### src/verilog/txctm_pkg.sv
// constants, codes and types of the transmitter compliance test-mode block
`default_nettype none
package txctm_pkg;
    // ------------------------------------------------------------
    // register map
    // ------------------------------------------------------------
    localparam int          ADDR_W          = 12;
    localparam int          DATA_W          = 16;
    localparam logic [11:0] AUX_CLK_SEL_OFS = 12'h453;
    localparam logic [11:0] TEST_CTL_OFS    = 12'h904;
    localparam logic [15:0] AUX_CLK_RST     = 16'h0000;
    localparam logic [15:0] TEST_CTL_RST    = 16'h0000;
    localparam logic [15:0] AUX_CLK_TCLK    = 16'h0019;
    localparam logic [15:0] CODE_TM1        = 16'h2000;
    localparam logic [15:0] CODE_TM2        = 16'h4000;
    localparam logic [15:0] CODE_TM4        = 16'h8000;
    localparam logic [15:0] CODE_TM5        = 16'ha000;
    localparam logic [15:0] CODE_TM6        = 16'hc000;
    localparam logic [15:0] CODE_TM7        = 16'he000;
    // ------------------------------------------------------------
    // pattern and divider counts
    // ------------------------------------------------------------
    localparam logic [4:0]  SQ2_HALF        = 5'h03;
    localparam logic [4:0]  SQ6_HALF        = 5'h0f;
    localparam logic [4:0]  TM4_LAST        = 5'h01;
    localparam logic [2:0]  TCLK_DIV        = 3'h6;
    localparam logic [2:0]  TCLK_DIV_HALF   = 3'h3;
    localparam logic [10:0] SCR_SEED        = 11'h7ff;
    localparam logic [15:0] BER_CNT_RST     = 16'h0000;
    // ------------------------------------------------------------
    // types
    // ------------------------------------------------------------
    typedef enum logic [1:0] {
        SYM_ZERO  = 2'b00,
        SYM_PLUS  = 2'b01,
        SYM_MINUS = 2'b11
    } txctm_sym_t;
    typedef enum logic [2:0] {
        M_NRM = 3'b000,
        M_TM1 = 3'b001,
        M_TM2 = 3'b010,
        M_TM4 = 3'b011,
        M_TM5 = 3'b100,
        M_TM6 = 3'b101,
        M_TM7 = 3'b110
    } txctm_mode_t;
    typedef enum logic [1:0] {
        OP_OFF     = 2'b00,
        OP_STANDBY = 2'b01,
        OP_NORMAL  = 2'b10,
        OP_SLEEP   = 2'b11
    } txctm_op_t;
endpackage : txctm_pkg
`default_nettype wire

### src/verilog/txctm_fifo.sv
// symbol fifo between the pattern sources and the line serializer
`timescale 1ns/1ps
`default_nettype none
module txctm_fifo #(
    parameter int WIDTH = 2,
    parameter int DEPTH = 16
) (
    input  wire logic                       clk_i,
    input  wire logic                       rst_i,
    input  wire logic [WIDTH-1:0]           in_data_i,
    input  wire logic                       in_valid_i,
    output logic                            in_ready_o,
    output logic [WIDTH-1:0]                out_data_o,
    output logic                            out_valid_o,
    input  wire logic                       out_ready_i,
    output logic [$clog2(DEPTH+1)-1:0]      count_o
);
    localparam int AW = $clog2(DEPTH);
    localparam int CW = $clog2(DEPTH+1);

    logic [WIDTH-1:0] mem [DEPTH];
    logic [AW-1:0]    wr_idx;
    logic [AW-1:0]    rd_idx;
    logic [CW-1:0]    cnt;
    logic             push;
    logic             pop;

    assign in_ready_o  = (cnt != CW'(DEPTH));
    assign out_valid_o = (cnt != '0);
    assign out_data_o  = mem[rd_idx];
    assign count_o     = cnt;
    assign push        = in_valid_i && in_ready_o;
    assign pop         = out_valid_o && out_ready_i;

    always_ff @(posedge clk_i) begin
        if (push) begin
            mem[wr_idx] <= in_data_i;
        end
    end

    always_ff @(posedge clk_i) begin
        if (rst_i) begin
            wr_idx <= '0;
            rd_idx <= '0;
        end else begin
            if (push) begin
                wr_idx <= (wr_idx == AW'(DEPTH-1)) ? '0 : wr_idx + AW'(1);
            end
            if (pop) begin
                rd_idx <= (rd_idx == AW'(DEPTH-1)) ? '0 : rd_idx + AW'(1);
            end
        end
    end

    always_ff @(posedge clk_i) begin
        if (rst_i) begin
            cnt <= '0;
        end else if (push && !pop) begin
            cnt <= cnt + CW'(1);
        end else if (pop && !push) begin
            cnt <= cnt - CW'(1);
        end
    end
endmodule : txctm_fifo
`default_nettype wire

### src/verilog/txctm_top.sv
// transmitter compliance test-mode generator with management registers
`timescale 1ns/1ps
`default_nettype none
module txctm_top #(
    parameter int FIFO_DEPTH = 16
) (
    input  wire logic        clk_i,
    input  wire logic        rst_i,
    input  wire logic [1:0]  op_state_i,
    input  wire logic        mgmt_req_i,
    input  wire logic        mgmt_we_i,
    input  wire logic [11:0] mgmt_addr_i,
    input  wire logic [15:0] mgmt_wdata_i,
    output logic             mgmt_ack_o,
    output logic             mgmt_err_o,
    output logic [15:0]      mgmt_rdata_o,
    input  wire logic [1:0]  gpio_sel_i,
    input  wire logic [1:0]  nrm_sym_i,
    input  wire logic        nrm_valid_i,
    output logic             nrm_ready_o,
    output logic [1:0]       sym_o,
    output logic             sym_valid_o,
    input  wire logic        sym_ready_i,
    output logic             pcs_idle_o,
    output logic             data_zero_o,
    input  wire logic [7:0]  rx_data_i,
    input  wire logic        rx_valid_i,
    output logic             ber_err_o,
    output logic [15:0]      ber_err_cnt_o,
    output logic             divided_test_clock_o,
    output logic             clkout_o,
    output logic [2:0]       gpio_o,
    output logic [2:0]       gpio_oe_o
);
    localparam int CW = $clog2(FIFO_DEPTH+1);

    logic [15:0]              test_ctl;
    logic [15:0]              aux_clk_sel;
    txctm_pkg::txctm_mode_t   active_mode;
    txctm_pkg::txctm_mode_t   pend_mode;
    txctm_pkg::txctm_mode_t   next_active;
    logic [4:0]               gen_cnt;
    logic [4:0]               gen_last;
    logic [10:0]              scr;
    logic [2:0]               grp;
    txctm_pkg::txctm_sym_t    t1_sym;
    txctm_pkg::txctm_sym_t    t0_sym;
    txctm_pkg::txctm_sym_t    gen_sym;
    logic                     gen_mode;
    logic                     gen_push;
    logic                     nrm_push;
    logic                     switch_ok;
    logic                     mgmt_ok;
    logic [1:0]               fifo_in_data;
    logic                     fifo_in_ready;
    logic [1:0]               fifo_out_data;
    logic                     fifo_out_valid;
    logic                     fifo_pop;
    logic [CW-1:0]            fifo_count;
    logic [2:0]               dcnt;
    logic [2:0]               next_dcnt;
    logic                     dclk;
    logic                     tclk;
    logic                     clk_route;

    // ------------------------------------------------------------
    // management registers
    // ------------------------------------------------------------
    assign mgmt_ok = (op_state_i == txctm_pkg::OP_STANDBY) ||
                     (op_state_i == txctm_pkg::OP_NORMAL);

    always_ff @(posedge clk_i) begin
        if (rst_i) begin
            test_ctl    <= txctm_pkg::TEST_CTL_RST;
            aux_clk_sel <= txctm_pkg::AUX_CLK_RST;
        end else if (mgmt_req_i && mgmt_we_i && mgmt_ok) begin
            if (mgmt_addr_i == txctm_pkg::TEST_CTL_OFS) begin
                test_ctl <= mgmt_wdata_i;
            end
            if (mgmt_addr_i == txctm_pkg::AUX_CLK_SEL_OFS) begin
                aux_clk_sel <= mgmt_wdata_i;
            end
        end
    end

    // sleep and power-off refuse access; unmapped reads return zero with error
    always_ff @(posedge clk_i) begin
        if (rst_i) begin
            mgmt_ack_o   <= 1'b0;
            mgmt_err_o   <= 1'b0;
            mgmt_rdata_o <= '0;
        end else begin
            mgmt_ack_o   <= mgmt_req_i;
            mgmt_err_o   <= 1'b0;
            mgmt_rdata_o <= '0;
            if (mgmt_req_i) begin
                if (!mgmt_ok) begin
                    mgmt_err_o <= 1'b1;
                end else if (mgmt_addr_i == txctm_pkg::TEST_CTL_OFS) begin
                    mgmt_rdata_o <= test_ctl;
                end else if (mgmt_addr_i == txctm_pkg::AUX_CLK_SEL_OFS) begin
                    mgmt_rdata_o <= aux_clk_sel;
                end else begin
                    mgmt_err_o <= 1'b1;
                end
            end
        end
    end

    // ------------------------------------------------------------
    // mode decode and boundary switching
    // ------------------------------------------------------------
    always_comb begin
        case (test_ctl)
            txctm_pkg::CODE_TM1: pend_mode = txctm_pkg::M_TM1;
            txctm_pkg::CODE_TM2: pend_mode = txctm_pkg::M_TM2;
            txctm_pkg::CODE_TM4: pend_mode = txctm_pkg::M_TM4;
            txctm_pkg::CODE_TM5: pend_mode = txctm_pkg::M_TM5;
            txctm_pkg::CODE_TM6: pend_mode = txctm_pkg::M_TM6;
            txctm_pkg::CODE_TM7: pend_mode = txctm_pkg::M_TM7;
            default:             pend_mode = txctm_pkg::M_NRM;
        endcase
    end

    assign gen_mode = (active_mode == txctm_pkg::M_TM2) ||
                      (active_mode == txctm_pkg::M_TM4) ||
                      (active_mode == txctm_pkg::M_TM6);

    always_comb begin
        case (active_mode)
            txctm_pkg::M_TM2: gen_last = 5'(2 * txctm_pkg::SQ2_HALF - 1);
            txctm_pkg::M_TM6: gen_last = 5'(2 * txctm_pkg::SQ6_HALF - 1);
            txctm_pkg::M_TM4: gen_last = txctm_pkg::TM4_LAST;
            default:          gen_last = '0;
        endcase
    end

    assign gen_push  = gen_mode && fifo_in_ready;
    // a pattern is only left after its last symbol, never part way through
    assign switch_ok = !gen_mode || (gen_push && gen_cnt == gen_last) ||
                       (!gen_push && gen_cnt == '0);
    assign next_active = switch_ok ? pend_mode : active_mode;

    always_ff @(posedge clk_i) begin
        if (rst_i) begin
            active_mode <= txctm_pkg::M_NRM;
        end else begin
            active_mode <= next_active;
        end
    end

    always_ff @(posedge clk_i) begin
        if (rst_i) begin
            gen_cnt <= '0;
        end else if (switch_ok && gen_push) begin
            gen_cnt <= '0;
        end else if (gen_push) begin
            gen_cnt <= gen_cnt + 5'h01;
        end
    end

    // ------------------------------------------------------------
    // pattern generator
    // ------------------------------------------------------------
    assign grp = {scr[1] ^ scr[5], scr[1] ^ scr[4], scr[0]};

    always_comb begin
        case (grp)
            3'b000: begin t1_sym = txctm_pkg::SYM_MINUS; t0_sym = txctm_pkg::SYM_MINUS; end
            3'b001: begin t1_sym = txctm_pkg::SYM_ZERO;  t0_sym = txctm_pkg::SYM_MINUS; end
            3'b010: begin t1_sym = txctm_pkg::SYM_MINUS; t0_sym = txctm_pkg::SYM_ZERO;  end
            3'b011: begin t1_sym = txctm_pkg::SYM_MINUS; t0_sym = txctm_pkg::SYM_PLUS;  end
            3'b100: begin t1_sym = txctm_pkg::SYM_PLUS;  t0_sym = txctm_pkg::SYM_ZERO;  end
            3'b101: begin t1_sym = txctm_pkg::SYM_PLUS;  t0_sym = txctm_pkg::SYM_MINUS; end
            3'b110: begin t1_sym = txctm_pkg::SYM_PLUS;  t0_sym = txctm_pkg::SYM_PLUS;  end
            default: begin t1_sym = txctm_pkg::SYM_ZERO; t0_sym = txctm_pkg::SYM_PLUS;  end
        endcase
    end

    always_comb begin
        case (active_mode)
            txctm_pkg::M_TM2: gen_sym = (gen_cnt < txctm_pkg::SQ2_HALF) ?
                                        txctm_pkg::SYM_PLUS : txctm_pkg::SYM_MINUS;
            txctm_pkg::M_TM6: gen_sym = (gen_cnt < txctm_pkg::SQ6_HALF) ?
                                        txctm_pkg::SYM_PLUS : txctm_pkg::SYM_MINUS;
            txctm_pkg::M_TM4: gen_sym = (gen_cnt == '0) ? t1_sym : t0_sym;
            default:          gen_sym = txctm_pkg::SYM_ZERO;
        endcase
    end

    // one scrambler step per (T1,T0) pair, taken after T0 leaves
    always_ff @(posedge clk_i) begin
        if (rst_i) begin
            scr <= txctm_pkg::SCR_SEED;
        end else if (gen_push && active_mode == txctm_pkg::M_TM4 &&
                     gen_cnt == txctm_pkg::TM4_LAST) begin
            scr <= {scr[9:0], scr[10] ^ scr[8]};
        end
    end

    // ------------------------------------------------------------
    // normal path hand-off
    // ------------------------------------------------------------
    // ready is registered, so it leaves two slots of margin for the late view
    always_ff @(posedge clk_i) begin
        if (rst_i) begin
            nrm_ready_o <= 1'b0;
        end else begin
            nrm_ready_o <= (next_active == txctm_pkg::M_NRM ||
                            next_active == txctm_pkg::M_TM1 ||
                            next_active == txctm_pkg::M_TM5 ||
                            next_active == txctm_pkg::M_TM7) &&
                           (fifo_count < CW'(FIFO_DEPTH - 2));
        end
    end

    assign nrm_push     = nrm_valid_i && nrm_ready_o;
    assign fifo_in_data = gen_push ? gen_sym : nrm_sym_i;

    always_ff @(posedge clk_i) begin
        if (rst_i) begin
            pcs_idle_o  <= 1'b0;
            data_zero_o <= 1'b0;
        end else begin
            pcs_idle_o  <= (active_mode == txctm_pkg::M_TM5);
            data_zero_o <= (active_mode == txctm_pkg::M_TM7);
        end
    end

    // ------------------------------------------------------------
    // symbol fifo and output stage
    // ------------------------------------------------------------
    txctm_fifo #(
        .WIDTH (2),
        .DEPTH (FIFO_DEPTH)
    ) u_fifo (
        .clk_i       (clk_i),
        .rst_i       (rst_i),
        .in_data_i   (fifo_in_data),
        .in_valid_i  (gen_push || nrm_push),
        .in_ready_o  (fifo_in_ready),
        .out_data_o  (fifo_out_data),
        .out_valid_o (fifo_out_valid),
        .out_ready_i (fifo_pop),
        .count_o     (fifo_count)
    );

    assign fifo_pop = fifo_out_valid && (!sym_valid_o || sym_ready_i);

    always_ff @(posedge clk_i) begin
        if (rst_i) begin
            sym_o       <= txctm_pkg::SYM_ZERO;
            sym_valid_o <= 1'b0;
        end else if (fifo_pop) begin
            sym_o       <= fifo_out_data;
            sym_valid_o <= 1'b1;
        end else if (sym_ready_i) begin
            sym_valid_o <= 1'b0;
        end
    end

    // ------------------------------------------------------------
    // zero-data error check
    // ------------------------------------------------------------
    always_ff @(posedge clk_i) begin
        if (rst_i) begin
            ber_err_o     <= 1'b0;
            ber_err_cnt_o <= txctm_pkg::BER_CNT_RST;
        end else begin
            ber_err_o <= (active_mode == txctm_pkg::M_TM7) && rx_valid_i &&
                         (rx_data_i != '0);
            if (next_active == txctm_pkg::M_TM7 && active_mode != txctm_pkg::M_TM7) begin
                ber_err_cnt_o <= txctm_pkg::BER_CNT_RST;
            end else if (active_mode == txctm_pkg::M_TM7 && rx_valid_i &&
                         rx_data_i != '0 && ber_err_cnt_o != 16'hffff) begin
                ber_err_cnt_o <= ber_err_cnt_o + 16'h0001;
            end
        end
    end

    // ------------------------------------------------------------
    // test clocks and pin routing
    // ------------------------------------------------------------
    assign next_dcnt = (dcnt == txctm_pkg::TCLK_DIV - 3'h1) ? 3'h0 : dcnt + 3'h1;

    always_ff @(posedge clk_i) begin
        if (rst_i) begin
            // start on the last count so the first high phase after reset is full length
            dcnt <= txctm_pkg::TCLK_DIV - 3'h1;
            dclk <= 1'b0;
            tclk <= 1'b0;
        end else begin
            dcnt <= next_dcnt;
            dclk <= (next_dcnt < txctm_pkg::TCLK_DIV_HALF);
            tclk <= ~tclk;
        end
    end

    assign divided_test_clock_o = dclk;
    assign clk_route = (active_mode == txctm_pkg::M_TM1) ||
                       (active_mode == txctm_pkg::M_TM4 &&
                        aux_clk_sel == txctm_pkg::AUX_CLK_TCLK);

    always_ff @(posedge clk_i) begin
        if (rst_i) begin
            clkout_o <= 1'b0;
        end else begin
            clkout_o <= clk_route && dclk;
        end
    end

    // pin select 0 leaves all three pins undriven
    for (genvar g = 0; g < 3; g++) begin : g_gpio
        always_ff @(posedge clk_i) begin
            if (rst_i) begin
                gpio_o[g]    <= 1'b0;
                gpio_oe_o[g] <= 1'b0;
            end else begin
                gpio_oe_o[g] <= (gpio_sel_i == 2'(g + 1));
                gpio_o[g]    <= (gpio_sel_i == 2'(g + 1)) && tclk;
            end
        end
    end
endmodule : txctm_top
`default_nettype wire
### config.mk
export PLATFORM = sky130hd
export DESIGN_NAME = txctm_top
export DESIGN_NICKNAME = d
export VERILOG_FILES = /design/src/verilog/txctm_pkg.sv /design/src/verilog/txctm_fifo.sv /design/src/verilog/txctm_top.sv
export SDC_FILE = /design/constraint.sdc
export NUM_CORES = 1
export LEC_CHECK = 0
export BUFFER_PORTS_ARGS = -buffer_cell sky130_fd_sc_hd__clkbuf_2
export CORE_UTILIZATION = 51
export DETAILED_ROUTE_END_ITERATION = 8
export PLACE_DENSITY = 0.83
export SLEW_MARGIN = 20
export SYNTH_ARGS = -nofsm -noshare
export SYNTH_HDL_FRONTEND = slang
export SYNTH_SLANG_ARGS = --single-unit
### constraint.sdc
create_clock -name clk_i -period 2.7 [get_ports clk_i]
set_input_delay 0.27 -clock clk_i [delete_from_list [all_inputs] [get_ports clk_i]]
set_output_delay 0.27 -clock clk_i [all_outputs]
set_load 0.05 [all_outputs]
==> impl_metrics.ini, run 1 <==
[floorplan]
io_pins = 98
fp-row-count = 40
start_util = 0.528
die_w_um = 114
core_um2 = 12200
dieArea_um2 = 13000
die_y_um = 114

[yosys]
syn-num-nets = 725
synthMostInstantiatedCell = dfxtp_1
synth_top_area_cell = dfxtp_1
synth_enable_flop_cells = 32
post_synth_num_cell_types = 68
ys_async_sr_fraction = 0
synth_common_cells = dfxtp_1, nand2_1, nor2_1
synth_area_leaders = dfxtp_1, edfxtp_1, nand2_1
yosys_register_bits = 149
syn-cell-area_um2 = 6420
yosys_warnings = 0
synth_flop_cell = dfxtp_1
synth_top_area_share = 0.365
ys_seq_area_frac = 0.515
avgSynthCellArea_um2 = 9.69
postSynthCellCount = 662

[sta]
clock-skew-final_ns = 0.00728
min_period_ns = 2.56
setup_tns_ns = 0
rsz0062_at_grt = no
timing.fmax_mhz = 391
tightestPinTransition_ns = 0.686
postLayoutSetupSlackWorst_ns = 0.141
slew_viol_final = 0
slew_headroom = 0.542
setup_violations = 0
hold_viol_final = 0
post-route-period-util = 0.948

[clocking]
cts-root-buf = clkbuf_16
cts.hold.buffers_added = 0
clock_sinks = 149
cts-resized-gates = 0
h-tree-depth = 4
clock_latency_ns = 0.42
cts_made_buffers = 17
cts_tree = yes
clkTransAtPathRegs_ns = 0.06
ctsLongestPathBuffers = 2
cts_setup_buffers = 0

[final_layout]
final_net_count = 816
drive_gt1_frac = 0.208
syn_to_final_growth_pct = 18.4
n_antenna_cell = 0

[critical_path]
arrival_ns = 2.86
crit_path_top_delay_cell = or4_4
cpPeakStageDelay_ns = 0.59
path_delay_family = compound AO/OA/AOI/OAI gates
cp.required_ns = 3.00
cp-end-kind = register
critPathBufInv = 1
cp-start-kind = register
path_class = register to register
path_max_fanout = 5
cp_cell_sequence = or4_4 > o21ai_4 > ha_2 > inv_1 > fa_2 > a21o_1 > a21oi_2 > xnor2_1 > o211ai_1 > o31ai_1

[route]
drt-total-wl_mm = 14.1
via_per_inst = 5.64
wl_per_cell_um = 15.1
drc = 0
postRouteAntennaNets = 0
drt_iter0_drc = 370
num_vias = 5258
dr.pass1.iters = 5

[min_path]
hp-class = primary input to register

[global_route]
grt_pass1_wl_mm = 22.9
antenna_found_initial = 0
track_usage = 0.225
grt_pass1_vias = 4879
grt_max_degree = 62
grt-ovfl-total = 0

[outcome]
status = finished clean

[pwr]
power_density_nw_per_um2 = 742
irDropWorstVdd_mv = 0.472
power_leakage_nw = 2.77

[place]
dpl_worst_slack_ns = 0.0197
io_buffers = 97
place_congestion = 0.876
hpwl_mm = 9.75

[flow_run]
cap_violations = 0
[metal layers]
metal  wire, um  GRT usage  up-vias  share of wire
met2       7140      0.389      192           0.51
met1       5800      0.270     2498           0.41
met4        227     0.0736        0          0.016
met5          0          0        -              0
li1           -          -     2541              -
met3        903     0.0630       27          0.064
[power by group]
group | internal, mW | switching (mW) | leakage, nW
Clock | 1.30 | 0.838 | 0.260
Combinational | 0.463 | 0.542 | 1.27
Sequential | 2.36 | 0.131 | 1.24
[cell type report]
type,count,area (um2)
Fill cell,960,4570
Sequential cell,149,3300
Multi-Input combinational cell,464,2930
Timing Repair Buffer,110,583
Clock buffer,24,472
Tap cell,168,210
Clock inverter,6,57.6
Inverter,11,41.3
[registers in the layout (all words and copies together) (netlist names), 2 cells and up]
register	count
u_fifo.mem	32
aux_clk_sel	16
ber_err_cnt_o	16
mgmt_rdata_o	16
test_ctl	16
scr	11
gen_cnt	5
u_fifo.count_o	5
u_fifo.rd_idx	4
u_fifo.wr_idx	4
active_mode	3
dcnt	3
gpio_o	3
gpio_oe_o	3
sym_o	2
[per-stage QoR]
stage	hold slack (ns)	area [um2]	utilization	power, mW	cells
after global routing	0.0287	7600	0.625	5.87	932
after global placement	0.403	7050	0.579	3.45	902
after floorplan	0.349	6420	-	3.23	662
final	0.0387	7600	0.625	5.64	932
after CTS	0.0250	7570	0.623	5.63	932
after detailed placement	0.427	7050	0.579	3.51	902
[placed cells by master, fill, tap and decap left out, types with 5 or more instances in the layout]
cell	n
dfxtp_1	116
clkbuf_2	97
nand2_1	88
nor2_1	78
a21oi_1	49
edfxtp_1	32
nand3_1	29
xnor2_1	21
a22oi_1	19
mux2i_1	18
clkbuf_16	17
nor3_1	15
nor4_1	13
buf_4	13
ha_1	12
inv_1	10
o21ai_0	8
nor2b_1	8
mux4_2	8
nand4_1	6
and3_1	6
and2_1	6
xor2_1	6
a31oi_1	5
nand2b_1	5
clkbuf_1	5
[cells by family after synthesis]
kind of cell | share of synthesized area
AOI/OAI and AO/OA | 0.118
muxes | 0.0579
adders and majority gates | 0.0285
buffers and inverters | 0.0322
DFF | 0.515
xor gates and xnor gates | 0.0368
and+or+nand+nor | 0.212
[worst reg2reg max path, stage by stage (launching register included)]
cell      delay, ns
dfxtp_2        0.36
or4_4          0.59
o21ai_4        0.16
ha_2           0.21
inv_1          0.10
fa_2           0.37
a21o_1         0.18
a21oi_2        0.15
xnor2_1        0.09
o211ai_1       0.16
o31ai_1        0.09
[final timing paths]
| path | start | to | slack, ns | cells after the start |
|---|---|---|---|---|
| setup reg to reg | u_fifo.count_o[0] | u_fifo.count_o[4] | 0.14 | 10 |
| hold reg to reg | dcnt[0] | dcnt[0] | 0.44 | 1 |
| hold / removal | gpio_sel_i[1] | gpio_oe_o[0] | 0.04 | 2 |
| setup / recovery | u_fifo.count_o[0] | u_fifo.count_o[4] | 0.14 | 10 |
No activity file was read; power rests on OpenSTA's default activity.
==> run 2, diff against run 1 <==
clock period = 2.3 ns   (was 2.7 ns; I/O delays follow)
==> run 2 against run 1 <==
  * The flow now finishes with violations (negative setup slack)
  * Largest power group unchanged
  * Hold slack improved by 0.011 ns
  * Register-to-register slack got worse by 0.28 ns
  * Combinational power rose by 42%
  * Clock power rose by 30%
  * Via count rose by 0.93%
  * Sequential share of layout area fell by 2.2 points
  * Critical path type unchanged
  * Critical path depth did not move
  * Total power rose by 26%
==> impl_metrics.ini, run 2 (synthesis results as in run 1) <==
[pwr]
clkPwrFrac = 0.391
p_comb_frac = 0.199
irDropWorstVdd_mv = 0.631
internal_power_mw = 5.26
power_leakage_nw = 2.97
seqPwrFrac = 0.410
power_density_nw_per_um2 = 889
switchingPower_mw = 1.86
switching_share = 0.262

[floorplan]
die_y_um = 114
start_util = 0.528
die_w_um = 114
core_um2 = 12200
fp-row-count = 40
dieArea_um2 = 13000
io_pins = 98

[sta]
slew_viol_final = 0
postLayoutSetupSlackWorst_ns = -0.143
hold_viol_final = 0
clock-skew-final_ns = 0.00803
timing.fmax_mhz = 409
setup_tns_ns = -0.143
rsz0062_at_grt = yes
setup_violations = 1
post-route-period-util = 1.06
slew_headroom = 0.571
tightestPinTransition_ns = 0.643
min_period_ns = 2.44

[global_route]
grt_pass1_vias = 5131
grt_pass1_wl_mm = 23.5
track_usage = 0.230
grt-ovfl-total = 0
antenna_found_initial = 0
grt_max_degree = 41

[clocking]
clkTransAtPathRegs_ns = 0.06
cts_tree = yes
clock_sinks = 149
cts-root-buf = clkbuf_16
clock_latency_ns = 0.42
ctsLongestPathBuffers = 2
h-tree-depth = 4
cts_made_buffers = 17

[route]
num_vias = 5307
drt_iter0_drc = 422
drc = 0
postRouteAntennaNets = 0
wl_per_cell_um = 15.2
drt-total-wl_mm = 14.6
dr.pass1.iters = 5
via_per_inst = 5.51

[min_path]
hp-class = primary input to register

[place]
place_congestion = 0.843
io_buffers = 97
hpwl_mm = 10.1

[final_layout]
top_register = u_fifo.mem
seq_area_um2 = 3310
fill_cells = 944
final_cell_mix = dfxtp_1, clkbuf_2, nand2_1
layout_commonest_cell = dfxtp_1
fin_util = 0.658
final_net_count = 845
syn_to_final_growth_pct = 24.8
n_antenna_cell = 0
largest_reg_flops = 32
multi_input_area_um2 = 2990
drive_gt1_frac = 0.250

[critical_path]
cp_cell_sequence = or4_4 > o21ai_4 > ha_4 > inv_4 > fa_2 > a21o_1 > a21oi_2 > xnor2_1 > o211ai_1 > o31ai_1
path_delay_family = compound AO/OA/AOI/OAI gates
cpPeakStageDelay_ns = 0.57
path_class = register to register
cp.required_ns = 2.60
arrival_ns = 2.74
cp-start-kind = register
crit_path_top_delay_cell = or4_4
cp-end-kind = register
critPathBufInv = 1
path_max_fanout = 4

[outcome]
violations = negative setup slack
status = finished with violations

[flow_run]
cap_violations = 0
run 2: worst reg2reg max path, delay by kind of cell, from the launching register on:
kind	cells	cell delay, ns
AND/OR/NAND/NOR	1	0.57
buffers and inverters	1	0.06
AO/OA/AOI/OAI	5	0.77
flip-flops	1	0.31
adder cells (fa/ha/maj)	2	0.53
XOR/XNOR	1	0.09
run 2: worst paths after layout:
kind | cells past startpoint | endpoint | slack (ns) | start
min reg2reg | 1 | dcnt[0] | 0.44 | dcnt[0]
min | 3 | test_ctl[1] | 0.05 | mgmt_wdata_i[1]
max | 10 | u_fifo.count_o[4] | -0.14 | u_fifo.count_o[1]
max reg2reg | 10 | u_fifo.count_o[4] | -0.14 | u_fifo.count_o[1]
run 2: timing repair:
item,CTS,global route
hold buffers,2,0
pin swaps,3,5
endpoints found under the hold margin,2,0
gates resized for setup,1,8
setup buffers,1,1
setup endpoints to repair,18,19
run 2: cell type report:
class	count	area share
clock buffers	26	0.0650
inverters	11	0.00547
flip-flops and latches	149	0.413
multi-input cells	464	0.374
clock inverters	6	0.0111
repair buffers	139	0.105
well taps	168	0.0263
run 2: layer usage:
metal,vias to the layer above,wire (um),global-route usage
li1,2608,-,-
met1,2536,6050,0.274
met2,147,7550,0.393
met3,16,772,0.0603
met4,0,242,0.0996
met5,-,0,0
run 2: power groups by stage:
| stage | logic [mW] | registers, mW | clock network, mW |
|---|---|---|---|
| after detailed placement | 1.29 | 2.97 | 0 |
| after floorplan | 0.817 | 3.02 | 0 |
| after CTS | 1.31 | 2.92 | 2.83 |
| after global routing | 1.54 | 2.94 | 2.94 |
| final | 1.42 | 2.92 | 2.78 |
| after global placement | 1.24 | 2.96 | 0 |
run 2: through the flow:
step                setup slack, ns  cells  hold WS [ns]  area, um2  power, mW
finish                       -0.143    963        0.0499       8010       7.12
CTS                          -0.113    962        0.0371       7940       7.06
detailed placement           -0.141    927         0.418       7290       4.26
global placement            -0.0691    927         0.406       7290       4.20
global route                 -0.198    963        0.0441       8010       7.42
floorplan                    -0.204    662         0.309       6440       3.84
==> run 3, diff against run 2 <==
CORE_UTILIZATION = 57   (was 51)
PLACE_DENSITY = 0.87   (was 0.83)
RECOVER_POWER = 50   (was unset)
clock period = 2.7 ns   (was 2.3 ns; I/O delays follow)
==> run 3 against run 2 <==
  * Clock skew up 0.0061 ns
  * Sequential power down 13%
  * The run now ends clean
  * Critical path type unchanged
  * Critical endpoint unchanged
  * Critical path depth unchanged
  * Die area down 10%
  * Cell count down 2.7%
  * Combinational power down 7%
  * Utilization up 7.2 points
==> impl_metrics.ini, run 3 (synthesis results as in run 1) <==
[outcome]
status = finished clean

[pwr]
power_leakage_nw = 2.94
irDropWorstVdd_mv = 0.681
finalPower_mw = 6.23
power_density_nw_per_um2 = 783

[sta]
setup_violations = 0
tightestPinTransition_ns = 1.33
slew_headroom = 0.113
clock-skew-final_ns = 0.0142
min_period_ns = 2.65
hold_viol_final = 0
rsz0062_at_grt = yes
slew_viol_final = 0
holdWs_ns = 0.103
post-route-period-util = 0.983
timing.fmax_mhz = 377

[final_layout]
syn_to_final_growth_pct = 23.9
largest_reg_flops = 32
layout_commonest_cell = dfxtp_1
final_net_count = 847
final_cell_mix = dfxtp_1, clkbuf_2, nand2_1
top_register = u_fifo.mem
drive_gt1_frac = 0.227
n_antenna_cell = 0

[place]
io_buffers = 97
place_congestion = 0.890
hpwl_mm = 9.62

[clocking]
h-tree-depth = 4
cts_tree = yes
clock_sinks = 149
clkTransAtPathRegs_ns = 0.07
ctsLongestPathBuffers = 2
cts_made_buffers = 17
clock_latency_ns = 0.54
cts-root-buf = clkbuf_8

[critical_path]
path_depth = 10
cp-start-kind = register
timing.rr.end = u_fifo.count_o[4]
cp-end-kind = register
path_max_fanout = 4
path_class = register to register
r2r_slack_ns = 0.05
r2r_start = u_fifo.count_o[2]
cp.required_ns = 3.11
cp_cell_sequence = or4_4 > o21ai_4 > ha_4 > inv_4 > fa_2 > a21o_1 > a21oi_2 > xnor2_2 > o211ai_1 > o31ai_2
crit_path_top_delay_cell = or4_4
critPathBufInv = 1
cpPeakStageDelay_ns = 0.57
path_delay_family = compound AO/OA/AOI/OAI gates
r2r_cells = 10
arrival_ns = 3.06

[floorplan]
fp-row-count = 38
die_w_um = 108
die_y_um = 108
core_um2 = 10900
io_pins = 98
dieArea_um2 = 11700
start_util = 0.589

[flow_run]
cap_violations = 0

[route]
drt-total-wl_mm = 15.7
wl_per_cell_um = 16.7
drt_iter0_drc = 373
postRouteAntennaNets = 0
num_vias = 5512
dr.pass1.iters = 5
drc = 0
via_per_inst = 5.88

[global_route]
track_usage = 0.276
grt-ovfl-total = 0
antenna_found_initial = 0
grt_max_degree = 63
grt_pass1_wl_mm = 24.8
grt_pass1_vias = 5287

[min_path]
hp-class = primary input to register
min_to = mgmt_err_o
min_path_cells = 4
worstHoldStart = op_state_i[0]
==> run 3: cell types whose count changed in the layout (fill, tap and decap cells not counted), sizes merged <==
cell	delta
dlygate4sd3	+17
inv	+5
buf	-16
clkbuf	-4
==> run 3: where the power goes <==
group	internal [mW]	switching, mW	leakage (nW)
registers	2.37	0.158	1.24
logic	0.667	0.653	1.42
clock network	1.41	0.971	0.287
total	4.45	1.78	2.94
==> run 3: worst max-delay path by stage <==
stage                            from           endpoint  slack, ns
finish              u_fifo.count_o[2]  u_fifo.count_o[4]       0.05
floorplan                 nrm_ready_o  u_fifo.count_o[4]      0.006
CTS                 u_fifo.count_o[0]  u_fifo.count_o[4]      0.006
global route        u_fifo.count_o[2]  u_fifo.count_o[4]      -0.08
detailed placement  u_fifo.count_o[0]  u_fifo.count_o[4]      -0.03
global placement    u_fifo.count_o[0]  u_fifo.count_o[4]       0.14
==> run 3: layer usage <==
metal	GRT usage	share of wire
met5	0	0
met3	0.0536	0.059
met4	0.130	0.026
met1	0.311	0.38
met2	0.499	0.53
==> run 3: worst reg2reg max path, delay by kind of cell (launching register included) <==
family | cells | cell delay [ns]
DFF | 1 | 0.36
xor gates and xnor gates | 1 | 0.10
adders and majority gates | 2 | 0.53
AOI/OAI and AO/OA | 5 | 0.92
buffers and inverters | 1 | 0.05
and+or+nand+nor | 1 | 0.57
==> run 3: repair_timing <==
item                       in CTS  in global routing
setup endpoints to repair       1                  6
hold endpoints to repair       35                  0
pin swaps                       4                  7
resized for setup               7                  9
setup buffers                  13                  4
hold buffers                   19                  0
==> run 3: cell type report <==
type / count / area (um2)
Inverter: 11 / 43.8
Clock buffer: 21 / 460
Multi-Input combinational cell: 464 / 2970
Fill cell: 716 / 2930
Sequential cell: 149 / 3310
Clock inverter: 11 / 136
Timing Repair Buffer: 141 / 860
Tap cell: 140 / 175
==> run 3: per-stage QoR <==
| step | instance area [um2] | std cells | setup WS, ns | util | TNS [ns] |
|---|---|---|---|---|---|
| floorplan | 6420 | 662 | 0.00556 | - | 0 |
| global placement | 6990 | 871 | 0.142 | 0.642 | 0 |
| detailed placement | 6990 | 871 | -0.0275 | 0.642 | -0.0275 |
| CTS | 7900 | 935 | 0.00585 | 0.725 | 0 |
| global route | 7950 | 937 | -0.0767 | 0.731 | -0.0767 |
| finish | 7950 | 937 | 0.0451 | 0.731 | 0 |
